## src/hdl/avg_consts.svh

```systemverilog
/*
  Named constants for the scan oversampling averager: register offsets,
  field positions, reset values and timing figures.
  Assumes inclusion by bare name from the design files.
*/
`ifndef AVG_CONSTS_SVH
`define AVG_CONSTS_SVH

`define REG_CTRL       8'h00
`define REG_OS_COUNT   8'h04
`define REG_CONV_PER   8'h08
`define REG_SCAN_LEN   8'h0C
`define REG_SCAN_SEL   8'h10
`define REG_SCAN_DATA  8'h14
`define REG_STATUS     8'h18
`define REG_RESULT     8'h1C

`define CTRL_GO        0
`define CTRL_OS_EN     1
`define CTRL_LCR_EN    2
`define CTRL_MAINS60   3
`define CTRL_LOG2_LO   4
`define CTRL_LOG2_HI   7

`define STAT_BUSY      0
`define STAT_DONE      1
`define STAT_IDX_LO    8

`define ENT_CHAN_LO    0
`define ENT_CHAN_HI    7
`define ENT_GAIN_LO    8
`define ENT_GAIN_HI    10
`define ENT_DIGITAL    11

`define OS_MIN         15'h0002
`define OS_MAX         15'h4000
`define OS_RESET       15'h0002
`define PER_RESET      16'h0040
`define LOG2_RESET     4'hE
`define LOG2_MAX       4'hE

`define CLK_NS         5
`define MAINS50_NS     20000000
`define MAINS60_NS     16666000

`endif

```

## src/hdl/avg_pkg.sv

```systemverilog
/*
  Types shared by the averager files.
  Assumes avg_consts.svh is compiled alongside.
*/
package avg_pkg;

  typedef enum logic [2:0] {
    ST_IDLE,
    ST_LOAD,
    ST_ISSUE,
    ST_WAIT,
    ST_FINISH
  } scan_state_e;

  typedef struct packed {
    logic       digital;
    logic [2:0] gain;
    logic [7:0] chan;
  } entry_s;

  typedef struct packed {
    logic        valid;
    logic [7:0]  index;
    logic [15:0] data;
  } result_s;

endpackage : avg_pkg

```

## src/hdl/scan_accum.sv

```systemverilog
/*
  Accumulates samples of one scan entry and divides the sum by the
  sample count with a serial restoring divider.
  A finish may come with the last add, and the divide then includes that
  sample; assumes no add arrives while the divide runs.
*/
`timescale 1ns/10ps
module scan_accum #(
  parameter int ACC_W = 30,
  parameter int CNT_W = 15
) (
  // Clock and reset
  input  wire logic             clk,
  input  wire logic             rst,
  // Sample input
  input  wire logic             add_en,
  input  wire logic [15:0]      sample,
  // Result control
  input  wire logic             finish,
  input  wire logic [CNT_W-1:0] count,
  output logic                  done,
  output logic [15:0]           avg
);
  localparam int BW = $clog2(ACC_W + 1);

  logic [ACC_W-1:0] sum_r;
  logic [CNT_W:0]   rem_r;
  logic [BW-1:0]    step_r;
  logic             busy_r;
  logic [CNT_W:0]   rem_sh;
  logic             qbit;

  initial begin
    if (ACC_W < 30 || CNT_W < 15)
      $error("scan_accum: sum or count too narrow");  // [RQ9]
  end

  assign rem_sh = {rem_r[CNT_W-1:0], sum_r[ACC_W-1]};
  assign qbit   = (rem_sh >= {1'b0, count});

  // Sum, then divide in place; quotient shifts into the sum register.
  always_ff @(posedge clk or posedge rst) begin
    if (rst) begin
      sum_r  <= '0;
      rem_r  <= '0;
      step_r <= '0;
      busy_r <= 1'b0;
      done   <= 1'b0;
      avg    <= '0;
    end else begin
      done <= 1'b0;
      if (add_en && !busy_r) begin
        sum_r <= sum_r + ACC_W'(sample);  // [RQ6]
        if (finish) begin
          busy_r <= 1'b1;  // [RQ10]
          rem_r  <= '0;
          step_r <= '0;
        end
      end else if (finish && !busy_r) begin
        busy_r <= 1'b1;
        rem_r  <= '0;
        step_r <= '0;
      end else if (busy_r) begin
        rem_r <= qbit ? rem_sh - {1'b0, count} : rem_sh;
        if (step_r == BW'(ACC_W - 1)) begin
          avg    <= {sum_r[14:0], qbit};  // [RQ9]
          sum_r  <= '0;  // [RQ10]
          busy_r <= 1'b0;
          done   <= 1'b1;
        end else begin
          sum_r  <= {sum_r[ACC_W-2:0], qbit};
          step_r <= step_r + 1'b1;
        end
      end
    end
  end

  chk_acc_grow: assert property (@(posedge clk) disable iff (rst)  // [RQ6]
    add_en && !busy_r |=> sum_r == $past(sum_r) + ACC_W'($past(sample)))
    else $error("sum did not grow by the sample");
  chk_acc_clear: assert property (@(posedge clk) disable iff (rst)  // [RQ10]
    done |-> sum_r == '0 && !busy_r)
    else $error("sum not cleared with the result");
  chk_div_len: assert property (@(posedge clk) disable iff (rst)  // [RQ9]
    $rose(busy_r) |-> ##30 done)
    else $error("divide did not take the sum width in cycles");

endmodule : scan_accum

```

## src/hdl/scan_oversampling_averager.sv

```systemverilog
/*
  Scan engine stage that converts each scan entry one or many times,
  averages the 16-bit codes and emits one result per entry.
  Assumes the converter holds adc_data steady while adc_done is high and
  that the register port master follows the one-cycle strobe protocol.
*/
// Function
// RQ1: With oversampling on, the count per entry is settable from 2 to 16384.
// RQ2: The count applies to every analog entry of the scan list alike.
// RQ3: A digital entry is always read exactly once.
// RQ4: With oversampling off, each entry is converted once, in list order.
// RQ5: Oversampled conversions of an entry keep its channel and gain fixed.
// RQ6: All conversions of an entry are averaged into its single result.
// RQ7: Line-cycle mode averages a power-of-two count over one mains cycle.
// RQ8: Line-cycle mode stretches the period so the count fills 20/16.666 ms.
// RQ9: The sum is at least 30 bits and is divided by the count.
// RQ10: The result is valid only after the last sample, then the sum clears.
`timescale 1ns/10ps
`include "avg_consts.svh"
module scan_oversampling_averager #(
  parameter int DEPTH       = 16,
  parameter int MAINS50_CYC = `MAINS50_NS / `CLK_NS,
  parameter int MAINS60_CYC = `MAINS60_NS / `CLK_NS
) (
  // Clock and reset
  input  wire logic           clk,
  input  wire logic           rst,
  // Register port
  input  wire logic [7:0]     addr,
  input  wire logic [31:0]    wdata,
  input  wire logic           wr,
  input  wire logic           rd,
  output logic      [31:0]    rdata,
  // Converter and multiplexer
  output logic                adc_start,
  output logic      [7:0]     adc_chan,
  output logic      [2:0]     adc_gain,
  output logic                adc_digital,
  input  wire logic           adc_done,
  input  wire logic [15:0]    adc_data,
  // Result stream
  output avg_pkg::result_s    res
);
  import avg_pkg::*;

  localparam int IW = $clog2(DEPTH);
  localparam int TW = 23;

  initial begin
    if (DEPTH < 2 || DEPTH > 256 || MAINS50_CYC >= (1 << TW) ||
        MAINS60_CYC >= (1 << TW) || MAINS60_CYC < 16384)
      $error("scan_oversampling_averager: unsupported parameters");
  end

  function automatic logic [14:0] pow2(input logic [3:0] k);
    pow2 = 15'(1) << k;
  endfunction : pow2

  scan_state_e      state_r;
  entry_s           list_r [DEPTH];
  entry_s           cur;
  logic             os_en_r, lcr_en_r, mains60_r, done_r;
  logic [3:0]       log2_r;
  logic [14:0]      os_count_r, target_r, n_r, frac_r;
  logic [15:0]      per_r, last_r;
  logic [IW:0]      len_r, idx_r;
  logic [IW-1:0]    sel_r;
  logic [TW-1:0]    timer_r, mains, base, frac_add;
  logic [15:0]      frac_sum;
  logic             carry, go, tick;
  logic             done_s1, done_s2, done_s3, sample_evt;
  logic [15:0]      data_s1, data_s2;
  logic             acc_done;
  logic [15:0]      acc_avg;
  logic [14:0]      wcount;

  assign cur    = list_r[idx_r[IW-1:0]];
  assign go     = wr && addr == `REG_CTRL && wdata[`CTRL_GO];
  assign wcount = wdata[14:0];

  // Mains cycle split into equal periods; the remainder is spread so the
  // whole count lands exactly on one cycle.
  assign mains    = mains60_r ? TW'(MAINS60_CYC) : TW'(MAINS50_CYC);
  assign base     = mains >> log2_r;  // [RQ8]
  assign frac_add = mains & TW'(pow2(log2_r) - 15'(1));
  assign frac_sum = {1'b0, frac_r} + 16'(frac_add);
  assign carry    = frac_sum >= {1'b0, pow2(log2_r)};
  assign tick     = timer_r == '0;

  // Converter answers come from outside the clock domain.
  always_ff @(posedge clk or posedge rst) begin
    if (rst) begin
      done_s1 <= 1'b0;
      done_s2 <= 1'b0;
      done_s3 <= 1'b0;
      data_s1 <= '0;
      data_s2 <= '0;
    end else begin
      done_s1 <= adc_done;
      done_s2 <= done_s1;
      done_s3 <= done_s2;
      data_s1 <= adc_data;
      data_s2 <= data_s1;
    end
  end
  assign sample_evt = done_s2 && !done_s3 && state_r == ST_WAIT;

  // Configuration registers.
  always_ff @(posedge clk or posedge rst) begin
    if (rst) begin
      os_en_r    <= 1'b0;
      lcr_en_r   <= 1'b0;
      mains60_r  <= 1'b0;
      log2_r     <= `LOG2_RESET;
      os_count_r <= `OS_RESET;
      per_r      <= `PER_RESET;
      len_r      <= '0;
      sel_r      <= '0;
    end else if (wr && state_r == ST_IDLE) begin
      case (addr)
        `REG_CTRL: begin
          os_en_r   <= wdata[`CTRL_OS_EN];
          lcr_en_r  <= wdata[`CTRL_LCR_EN];
          mains60_r <= wdata[`CTRL_MAINS60];
          log2_r    <= (wdata[`CTRL_LOG2_HI:`CTRL_LOG2_LO] > `LOG2_MAX) ?
                       `LOG2_MAX : wdata[`CTRL_LOG2_HI:`CTRL_LOG2_LO];
        end
        `REG_OS_COUNT: begin
          if (wdata[31:15] != '0 || wcount > `OS_MAX)
            os_count_r <= `OS_MAX;  // [RQ1]
          else if (wcount < `OS_MIN)
            os_count_r <= `OS_MIN;  // [RQ1]
          else
            os_count_r <= wcount;  // [RQ1]
        end
        `REG_CONV_PER: per_r <= (wdata[15:0] == '0) ? 16'h0001 : wdata[15:0];
        `REG_SCAN_LEN: len_r <= (wdata[IW:0] > (IW+1)'(DEPTH)) ?
                                (IW+1)'(DEPTH) : wdata[IW:0];
        `REG_SCAN_SEL: sel_r <= wdata[IW-1:0];
        default: ;
      endcase
    end
  end

  // Scan list storage.
  always_ff @(posedge clk or posedge rst) begin
    if (rst) begin
      for (int i = 0; i < DEPTH; i++)
        list_r[i] <= '0;
    end else if (wr && addr == `REG_SCAN_DATA && state_r == ST_IDLE) begin
      list_r[sel_r] <= entry_s'(wdata[`ENT_DIGITAL:`ENT_CHAN_LO]);
    end
  end

  // Sequencer.
  always_ff @(posedge clk or posedge rst) begin
    if (rst) begin
      state_r     <= ST_IDLE;
      idx_r       <= '0;
      n_r         <= '0;
      target_r    <= 15'h0001;
      timer_r     <= '0;
      frac_r      <= '0;
      adc_start   <= 1'b0;
      adc_chan    <= '0;
      adc_gain    <= '0;
      adc_digital <= 1'b0;
    end else begin
      adc_start <= 1'b0;
      if (!tick)
        timer_r <= timer_r - 1'b1;
      case (state_r)
        ST_IDLE: begin
          if (go && len_r != '0) begin
            idx_r   <= '0;
            state_r <= ST_LOAD;
          end
        end
        ST_LOAD: begin
          adc_chan    <= cur.chan;  // [RQ4] [RQ5]
          adc_gain    <= cur.gain;  // [RQ4] [RQ5]
          adc_digital <= cur.digital;
          n_r         <= '0;
          frac_r      <= '0;
          if (cur.digital || !os_en_r)
            target_r <= 15'h0001;  // [RQ3] [RQ4]
          else if (lcr_en_r)
            target_r <= pow2(log2_r);  // [RQ7]
          else
            target_r <= os_count_r;  // [RQ2]
          state_r <= ST_ISSUE;
        end
        ST_ISSUE: begin
          if (tick) begin
            adc_start <= 1'b1;
            if (os_en_r && lcr_en_r && !adc_digital) begin
              frac_r  <= carry ? 15'(frac_sum - {1'b0, pow2(log2_r)}) :
                                 frac_sum[14:0];
              timer_r <= carry ? base : base - 1'b1;  // [RQ8]
            end else begin
              timer_r <= TW'(per_r - 16'h0001);
            end
            state_r <= ST_WAIT;
          end
        end
        ST_WAIT: begin
          if (sample_evt) begin
            n_r     <= n_r + 1'b1;
            state_r <= (n_r + 1'b1 == target_r) ? ST_FINISH : ST_ISSUE;  // [RQ5]
          end
        end
        ST_FINISH: begin
          if (acc_done) begin
            idx_r   <= idx_r + 1'b1;  // [RQ4]
            state_r <= (idx_r + 1'b1 == len_r) ? ST_IDLE : ST_LOAD;
          end
        end
        default: state_r <= ST_IDLE;
      endcase
    end
  end

  scan_accum #(
    .ACC_W (30),
    .CNT_W (15)
  ) u_accum (
    .clk    (clk),
    .rst    (rst),
    .add_en (sample_evt),  // [RQ6]
    .sample (data_s2),
    .finish (state_r == ST_WAIT && sample_evt && n_r + 1'b1 == target_r),
    .count  (target_r),
    .done   (acc_done),
    .avg    (acc_avg)
  );

  // Result stream, last result and the sticky scan-done flag.
  always_ff @(posedge clk or posedge rst) begin
    if (rst) begin
      res    <= '0;
      last_r <= '0;
      done_r <= 1'b0;
    end else begin
      res.valid <= acc_done;  // [RQ10]
      if (acc_done) begin
        res.data  <= acc_avg;
        res.index <= 8'(idx_r);
        last_r    <= acc_avg;
      end
      if (acc_done && idx_r + 1'b1 == len_r)
        done_r <= 1'b1;
      else if (wr && addr == `REG_STATUS && wdata[`STAT_DONE])
        done_r <= 1'b0;
    end
  end

  // Read port: data one cycle after the strobe, zero otherwise.
  always_ff @(posedge clk or posedge rst) begin
    if (rst) begin
      rdata <= '0;
    end else begin
      rdata <= '0;
      if (rd) begin
        case (addr)
          `REG_CTRL: rdata <= {24'h000000, log2_r, mains60_r, lcr_en_r,
                               os_en_r, 1'b0};
          `REG_OS_COUNT:  rdata <= {17'h00000, os_count_r};
          `REG_CONV_PER:  rdata <= {16'h0000, per_r};
          `REG_SCAN_LEN:  rdata <= 32'(len_r);
          `REG_SCAN_SEL:  rdata <= 32'(sel_r);
          `REG_SCAN_DATA: rdata <= 32'(list_r[sel_r]);
          `REG_STATUS:    rdata <= {16'h0000, 8'(idx_r), 6'h00, done_r,
                                    state_r != ST_IDLE};
          `REG_RESULT:    rdata <= {16'h0000, last_r};
          default:        rdata <= '0;
        endcase
      end
    end
  end

  chk_count_range: assert property (@(posedge clk) disable iff (rst)  // [RQ1]
    os_count_r >= `OS_MIN && os_count_r <= `OS_MAX)
    else $error("oversample count out of range");
  chk_analog_count: assert property (@(posedge clk) disable iff (rst)  // [RQ2]
    state_r == ST_LOAD && !cur.digital && os_en_r && !lcr_en_r
    |=> target_r == $past(os_count_r))
    else $error("analog entry did not take the count");
  chk_digital_once: assert property (@(posedge clk) disable iff (rst)  // [RQ3]
    state_r == ST_LOAD && cur.digital |=> target_r == 15'h0001)
    else $error("digital entry read more than once");
  chk_off_single: assert property (@(posedge clk) disable iff (rst)  // [RQ4]
    state_r == ST_LOAD && !os_en_r |=> target_r == 15'h0001 &&
    adc_chan == $past(cur.chan) && adc_gain == $past(cur.gain))
    else $error("single conversion entry set up wrongly");
  chk_chan_hold: assert property (@(posedge clk) disable iff (rst)  // [RQ5]
    state_r inside {ST_ISSUE, ST_WAIT} && $past(state_r) != ST_LOAD
    |-> $stable(adc_chan) && $stable(adc_gain))
    else $error("channel or gain moved within an entry");
  chk_lcr_count: assert property (@(posedge clk) disable iff (rst)  // [RQ7]
    state_r == ST_LOAD && !cur.digital && os_en_r && lcr_en_r
    |=> target_r == pow2(log2_r))
    else $error("line-cycle count is not the power of two");
  chk_lcr_period: assert property (@(posedge clk) disable iff (rst)  // [RQ8]
    adc_start && os_en_r && lcr_en_r && !adc_digital
    |-> timer_r == base || timer_r == base - 1'b1)
    else $error("line-cycle period not stretched to the mains share");
  chk_res_last: assert property (@(posedge clk) disable iff (rst)  // [RQ10]
    res.valid |-> n_r == target_r && $past(state_r) == ST_FINISH)
    else $error("result before the last conversion");

endmodule : scan_oversampling_averager

```

## config.mk

```make
export PLATFORM = sky130hd
export DESIGN_NAME = scan_oversampling_averager
export DESIGN_NICKNAME = d
export VERILOG_FILES = /design/src/hdl/avg_pkg.sv /design/src/hdl/scan_accum.sv /design/src/hdl/scan_oversampling_averager.sv
export VERILOG_INCLUDE_DIRS = /design/src /design/src/hdl
export SDC_FILE = /design/constraint.sdc
export NUM_CORES = 1
export LEC_CHECK = 0
export BUFFER_PORTS_ARGS = -buffer_cell sky130_fd_sc_hd__buf_2
export CAP_MARGIN = 30
export CORE_MARGIN = 2
export CORE_UTILIZATION = 57
export CTS_CLUSTER_DIAMETER = 120
export CTS_CLUSTER_SIZE = 20
export DETAILED_ROUTE_END_ITERATION = 10
export PLACE_DENSITY = 0.82
export SETUP_SLACK_MARGIN = 0.1
export SLEW_MARGIN = 15
export SYNTH_ARGS = -nofsm -noshare
export SYNTH_HDL_FRONTEND = slang
export SYNTH_SLANG_ARGS = --single-unit
```

## constraint.sdc

```tcl
create_clock -name clk -period 16.2 [get_ports clk]
set_input_delay 0 -clock clk [delete_from_list [all_inputs] [get_ports clk]]
set_output_delay 0 -clock clk [all_outputs]
set_load 0.005 [all_outputs]
```

== Word-level counts from Yosys, hierarchy flattened ==
Index checks and enable logic that the tools add are counted.

* Bits in registers: 486
* Output and inout port bits: 70
* Word-level logic and storage cells: 248

* Add/subtract/negate cells: 11
* Magnitude comparators: 9
* Equal/unequal tests: 22
* Shifts and indexed selects: 2
* Muxes and demuxes: 67
* Bitwise operators: 5
* Reductions and logical operators: 50

{| class="wikitable"
|+ Operators by type and width
! operator !! count
|-
| $mux 15 || 13
|-
| $bwmux 192 || 1
|-
| $pmux 16 s8 || 1
|-
| $mux 30 || 4
|-
| $mux 23 || 5
|-
| $bmux 12 s4 || 2
|-
| $mux 12 || 5
|-
| $pmux 15 s2 || 2
|-
| $demux 12 s4 || 1
|-
| $sub 23x1->23 const B || 2
|-
| $mux 5 || 8
|-
| $eq 8x5->1 const B || 4
|-
| $ge 16x15->1 || 2
|-
| $mux 16 || 2
|-
| $add 30x16->30 || 1
|-
| $sub 15x15->15 || 2
|-
| $logic_not 23->1 || 1
|-
| $shr 22x4->23 || 1
|-
| $mux 20 || 1
|-
| $logic_and 1x1->1 || 18
|-
| $reduce_bool 17->1 || 1
|-
| $sub 16x1->17 const B || 1
|-
| $add 15x16->16 || 1
|-
| $and 16x16->16 || 1
|-
| 39 further kinds || 86
|}

== Depth between registers and ports, before layout ==
* Word-level depth: 9
* Mapped depth: 25
* Mapped depth without buffers: 21

== Hierarchy ==
Synthesis repeated with hierarchy kept, for this count alone.

* Cells, all modules: 2,462
* Area, all modules: 27,052.2 um^2

{| class="wikitable"
|+ By module, submodules not included
! module !! instances !! cells an instance !! area an instance (um^2) !! seq. area each (um^2)
|-
| scan_oversampling_averager || 1 || 1,874 || 22,155.0 || 10,067.2
|-
| scan_accum || 1 || 588 || 4,897.2 || 1,701.6
|}

== Worst setup path before layout ==
Ideal clock, no wire load.

* Path kind: flip-flop to flip-flop
* Start: register log2_r[3]
* End: register frac_r[11]
* Data arrival time: 4.903 ns
* Required time: 16.062 ns
* Path slack: 11.159 ns
* Stages on the path, launching flop included: 24
* Buffers on the path: 6
* Cell sequence: dfstp_2 -> clkbuf_1 -> buf_2 -> clkbuf_1 -> clkbuf_1 -> a21oi_1 -> nor2_1 -> ha_1 -> and3_1 -> nor4_1 -> nor2_1 -> a21o_1 -> a21oi_1 -> xnor2_1 -> ha_1 -> and3_1 -> nand2_1 -> or4b_1 -> o211a_1 -> nand3_1 -> buf_4 -> buf_4 -> mux2i_1 -> a21oi_1

* Cells in the longest elaborated chain, start to end: 9
* Elaborated cells on any way between the ends: 10
* Classes of those cells: 3 x add/sub; 1 x order compare; 1 x shift; 4 x mux; 1 x bitwise

{| class="wikitable"
|+ RTL lines
! item !! line !! text
|-
| start: declaration || scan_oversampling_averager.sv:63 || <nowiki>logic [3:0] log2_r;</nowiki>
|-
| start signal: assignment || scan_oversampling_averager.sv:114 || <nowiki>log2_r <= `LOG2_RESET;</nowiki>
|-
| start signal: assignment || scan_oversampling_averager.sv:125 || <nowiki>log2_r <= (wdata[`CTRL_LOG2_HI:`CTRL_LOG2_LO] > `LOG2_MAX) ?</nowiki>
|-
| $shl 1x4->15 (*) || scan_oversampling_averager.sv:56 || <nowiki>pow2 = 15'(1) << k;</nowiki>
|-
| $sub 15x1->16 || scan_oversampling_averager.sv:85 || <nowiki>assign frac_add = mains & TW'(pow2(log2_r) - 15'(1));</nowiki>
|-
| $and 16x16->16 || scan_oversampling_averager.sv:85 ||
|-
| $add 15x16->16 || scan_oversampling_averager.sv:86 || <nowiki>assign frac_sum = {1'b0, frac_r} + 16'(frac_add);</nowiki>
|-
| $sub 15x15->15 or $ge 16x15->1 (tied branches) || scan_oversampling_averager.sv:197, scan_oversampling_averager.sv:87 ||
|-
| $mux 15 (*) || scan_oversampling_averager.sv:197 || <nowiki>frac_r <= carry ? 15'(frac_sum - {1'b0, pow2(log2_r)}) :</nowiki>
|-
| $mux 15 (*) || scan_oversampling_averager.sv:196 || <nowiki>if (os_en_r && lcr_en_r && !adc_digital) begin</nowiki>
|-
| $mux 15 (*) || scan_oversampling_averager.sv:194 || <nowiki>if (tick) begin</nowiki>
|-
| $pmux 15 s2 (*) || scan_oversampling_averager.sv:172 || <nowiki>case (state_r)</nowiki>
|-
| end signal: assignment || scan_oversampling_averager.sv:197 ||
|-
| end: declaration || scan_oversampling_averager.sv:64 || <nowiki>logic [14:0] os_count_r, target_r, n_r, frac_r;</nowiki>
|}

Every way passes the cells marked *; elsewhere a longest branch is shown, timed or not. The select of a mux whose other input is x is not followed.
A chain may end at the register's enable or synchronous reset.

== Worst setup path after layout ==
* Start: register log2_r[2]
* End: register timer_r[5]

* Cells in the longest elaborated chain, start to end: 9
* Elaborated cells on any way between the ends: 11
* Classes of those cells: 3 x add/sub; 1 x order compare; 2 x shift; 4 x mux; 1 x bitwise

{| class="wikitable"
|+ RTL lines
! item !! line !! text
|-
| $shl 1x4->15 || scan_oversampling_averager.sv:56 ||
|-
| $sub 15x1->16 || scan_oversampling_averager.sv:85 ||
|-
| $and 16x16->16 || scan_oversampling_averager.sv:85 ||
|-
| $add 15x16->16 || scan_oversampling_averager.sv:86 ||
|-
| $ge 16x15->1 || scan_oversampling_averager.sv:87 || <nowiki>assign carry = frac_sum >= {1'b0, pow2(log2_r)};</nowiki>
|-
| $mux 23 (*) || scan_oversampling_averager.sv:199 || <nowiki>timer_r <= carry ? base : base - 1'b1;</nowiki>
|-
| $mux 23 (*) || scan_oversampling_averager.sv:196 ||
|-
| $mux 23 (*) || scan_oversampling_averager.sv:194 ||
|-
| $mux 23 (*) || scan_oversampling_averager.sv:172 ||
|-
| end signal: assignment || scan_oversampling_averager.sv:171 || <nowiki>timer_r <= timer_r - 1'b1;</nowiki>
|-
| end signal: assignment || scan_oversampling_averager.sv:199 ||
|-
| end signal: assignment || scan_oversampling_averager.sv:201 || <nowiki>timer_r <= TW'(per_r - 16'h0001);</nowiki>
|-
| end: declaration || scan_oversampling_averager.sv:68 || <nowiki>logic [TW-1:0] timer_r, mains, base, frac_add;</nowiki>
|}

Every way passes the cells marked *; elsewhere a longest branch is shown, timed or not.

==> metrics.md <==
| Metric | Value |
|---|---|
| Gr ovfl total | `0` |
| Cts bufs inserted | `27` |
| Top cell by count, worst path | `nor2_1` |
| Static Leak | `12.9 nW` |
| Full die area | `48500 µm²` |
| Layout area overhead | `8.27%` |
| DR vias/cell | `~6.7` |
| Post-synth EDFFs | `0` |
| Core Box Area | `~46000 µm²` |
| Final HPWL DP | `50.6 mm` |
| Largest net degree at the start of global routing | `112` |
| Worst path buffer plus inverter count | `2` |
| Area after DPL | `roughly 28000 µm²` |
| Max Freq | `between 0.15 and 0.2 GHz` |
| Reg2reg setup slack | `just over 10 ns` |
| RD Place Congestion | `between 0.9 and 1` |
| Primary FF master, synth | `dfrtp_1` |
| Hold violation count in the final report | `0` |
| Ys Warns | `0` |
| Die height | `220 µm` |
| Post-layout minimum cycle time | `~6.0 ns` |
| Fill cell count | `around 3500` |
| Worst-Skew Late Latency | `0.62 ns` |
| Setup crit end | `timer_r[5]$_DFF_PP0_` |
| Final setup viols | `0` |
| Synth area leader | `dfrtp_1` |
| Final antenna-violating net count | `0` |
| Rel. slew slack | `around 25%` |
| CTS tree | `done` |
| Clock root cell | `clkbuf_16` |
| DRC viols | `0` |
| Initial detailed-routing violation count | `approximately 2300` |
| Worst hold margin | `approximately 0.025 ns` |
| Crit path from | `log2_r[2]$_DFFE_PP1P_` |
| Req. time, crit path | `about 17 ns` |
| Crit path max-delay cell type | `dfstp_2` |
| Port buffer count | `roughly 110` |
| Max-Cap Viols | `0` |
| Crit end category | `register` |
| Fin area | `28800 µm²` |
| Post-Route WL | `74.7 mm` |
| Sequential-to-total area share from yosys stat | `roughly 44%` |
| Worst path cell trace | `inv_1, nor2_1, a21oi_1, nor2_1, ha_1, and3_1, nor4_1, nor2_1, a21o_1, a21oi_1, xnor2_1, ha_1, and3_1, nand2_1, or4b_1, o211a_1, nand3_1, buf_4, nor4_1, xnor2_1, a221o_1` |
| Syn Area/Cell | `~11 µm²` |
| Unrepaired setup endpoints after global routing | `false` |
| CP Launch Type | `register` |
| Worst-path clk slew | `around 0.090 ns` |
| Kind of critical path | `reg -> reg` |
| Initial antenna violation count | `3` |
| Yosys cell types | `97` |
| Critical Path Stages | `21` |
| Arr. time, crit path | `6.49 ns` |
| Critical path peak fanout | `36` |
| Nets | `between 2000 and 3000` |
| Final Max Slew Viols | `0` |
| R2r endpoint | `timer_r[5]$_DFF_PP0_` |
| Share of cells above drive strength 1 | `between 20% and 30%` |
| Hold Path Origin | `addr[4]` |
| Gr usage total | `30.8%` |
| Post-route clock period utilization | `between 30% and 40%` |
| Vias | `between 20000 and 25000` |
| Worst hold path type | `in -> reg` |
| Slew at the pin closest to its max-slew limit | `about 1.1 ns` |
| Detailed-route wire length per cell | `between 20 and 25 µm` |
| PwrDens | `around 110 nW/µm²` |
| Syn Std Cell Area | `around 27000 µm²` |
| First-pass GRT wire length | `approximately 120 mm` |
| Synth top area cells | `dfrtp_1, mux4_2, mux2_2` |
| Clk buf depth | `3` |
| TNS Setup | `0 ns` |
| Sink Count | `between 400 and 500` |
| Boundary pin count | `around 130` |
| Synth top area share | `43.6%` |
| Drt first pass iters | `5` |
| Max stage delay on crit path | `0.95 ns` |
| Status | `complete, no violations` |
| Ys async rst share | `between 90% and 100%` |
| Die width | `between 200 and 250 µm` |
| Clk_skew | `a little under 0.02 ns` |
| Flops & latches, synth | `470` |
| Max VDD drop | `about 0.086 mV` |
| Row count | `between 70 and 80` |
| Cell family with most CP delay | `simple AND/OR/NAND/NOR gates` |
| H-tree depth | `1` |
| R2R cell count | `21` |
| Synth Instances | `roughly 2400` |
| Number of global-route vias before repair | `just over 20000` |
| Reg2reg start | `log2_r[2]$_DFFE_PP1P_` |
| Initial Util | `a little under three fifths` |
[cell usage in the layout, fill, tap and decap left out, drive strengths merged, types with 11 or more instances in the layout]
| master | n |
|---|---|
| or3 | 11 |
| dfrtp | 464 |
| inv | 58 |
| nand3 | 60 |
| nor2 | 116 |
| ha | 64 |
| a22o | 20 |
| o21a | 11 |
| nor4 | 27 |
| mux2 | 242 |
| nand2 | 236 |
| dlygate4sd3 | 41 |
| a211oi | 14 |
| nor2b | 18 |
| mux2i | 25 |
| clkbuf | 37 |
| nand2b | 29 |
| or2 | 11 |
| o22ai | 30 |
| o31ai | 13 |
| buf | 150 |
| xnor2 | 70 |
| o21ai | 113 |
| conb | 19 |
| nand4 | 18 |
| a31oi | 29 |
| a21oi | 108 |
| xor2 | 41 |
| nor3 | 50 |
| a22oi | 27 |
| mux4 | 123 |
| a21o | 20 |
| and3 | 19 |
[synth_stat cells, types with 30 or more instances]
cell	count
nor2_1	110
mux2_1	30
clkbuf_1	103
nor3_1	46
ha_1	64
nand2_1	235
xor2_1	41
o21ai_0	106
a21oi_1	108
mux2_2	202
o22ai_1	30
dfrtp_1	464
nand3_1	60
inv_1	55
xnor2_1	70
mux4_2	123
[registers in the layout, indices dropped and copies added, names as in the netlist, 16 cells and up]
name and count:
data_s1 16, data_s2 16, list_r 192, last_r 16, rdata 16, u_accum.avg 16, u_accum.sum_r 30, timer_r 23
per_r 16
[routing by layer]
metal	routed length, µm	vias up	share of wire (%)	global-route usage [%]
met5	15	-	0.020	0
met4	3940	2	5.3	14.4
met3	6990	253	9.4	6.85
met2	34800	1080	47	48.8
met1	29000	10300	39	40.7
li1	-	8892	-	-
[per-stage QoR]
stage,utilization (%),setup slack (ns),power [mW],cells
2_1_floorplan,-,3.10,2.11,2406
3_3_place_gp,59.1,10.40,2.28,2968
3_5_place_dp,59.3,10.34,2.34,2974
4_1_cts,61.8,10.29,3.04,3054
5_1_grt,62.2,9.73,3.23,3064
6_report,62.2,10.22,3.07,3065
[final cells by class]
type	count	area, µm²	area share (%)
diodes	2	5.00	0.0174
well taps	607	759	2.63
clock inverters	2	31.3	0.108
clock buffers	37	713	2.47
repair buffers	191	1410	4.89
inverters	58	225	0.781
flip-flops and latches	470	11800	40.8
multi-input cells	1698	13900	48.3
[how the worst min path moves through the flow]
stage,end,cells after the start
floorplan,data_s1[0]$_DFF_PP0_,0
global placement,data_s1[0]$_DFF_PP0_,1
global route,data_s1[10]$_DFF_PP0_,2
detailed placement,data_s1[0]$_DFF_PP0_,1
finish,rdata[11]$_DFF_PP0_,5
CTS,rdata[11]$_DFF_PP0_,5
[where the power goes]
group / total (mW) / switching [mW] / internal, mW
Combinational: 0.933 / 0.546 / 0.386
Sequential: 1.42 / 0.134 / 1.29
Clock: 0.710 / 0.400 / 0.310
Total: 3.07 / 1.08 / 1.98
[logic make-up (layout without fill, tap and decap cells)]
family | count (synthesis) | after routing | synth area share, %
buffers and inverters | 238 | 288 | 3.91
flip-flops | 470 | 470 | 44.2
XOR/XNOR | 112 | 112 | 3.73
other | 1 | 21 | 0.0141
AO/OA/AOI/OAI | 462 | 462 | 11.2
adder cells (fa/ha/maj) | 67 | 67 | 3.23
multiplexers | 390 | 390 | 21.7
AND/OR/NAND/NOR | 648 | 648 | 12.1
[worst reg2reg max path, stage by stage, from the launching register on]
cell,delay [ns]
dfstp_2,0.95
inv_1,0.38
nor2_1,0.30
a21oi_1,0.11
nor2_1,0.15
ha_1,0.28
and3_1,0.18
nor4_1,0.31
nor2_1,0.14
a21o_1,0.20
a21oi_1,0.25
xnor2_1,0.11
ha_1,0.35
and3_1,0.20
nand2_1,0.07
or4b_1,0.52
o211a_1,0.18
nand3_1,0.25
buf_4,0.36
nor4_1,0.14
xnor2_1,0.14
a221o_1,0.30
[timing repair]
action,in CTS,in global routing
resized for setup,0,0
hold buffers,41,0
endpoints found under the hold margin,335,0
buffers inserted,0,0
Power figures use the tool's default switching activity.
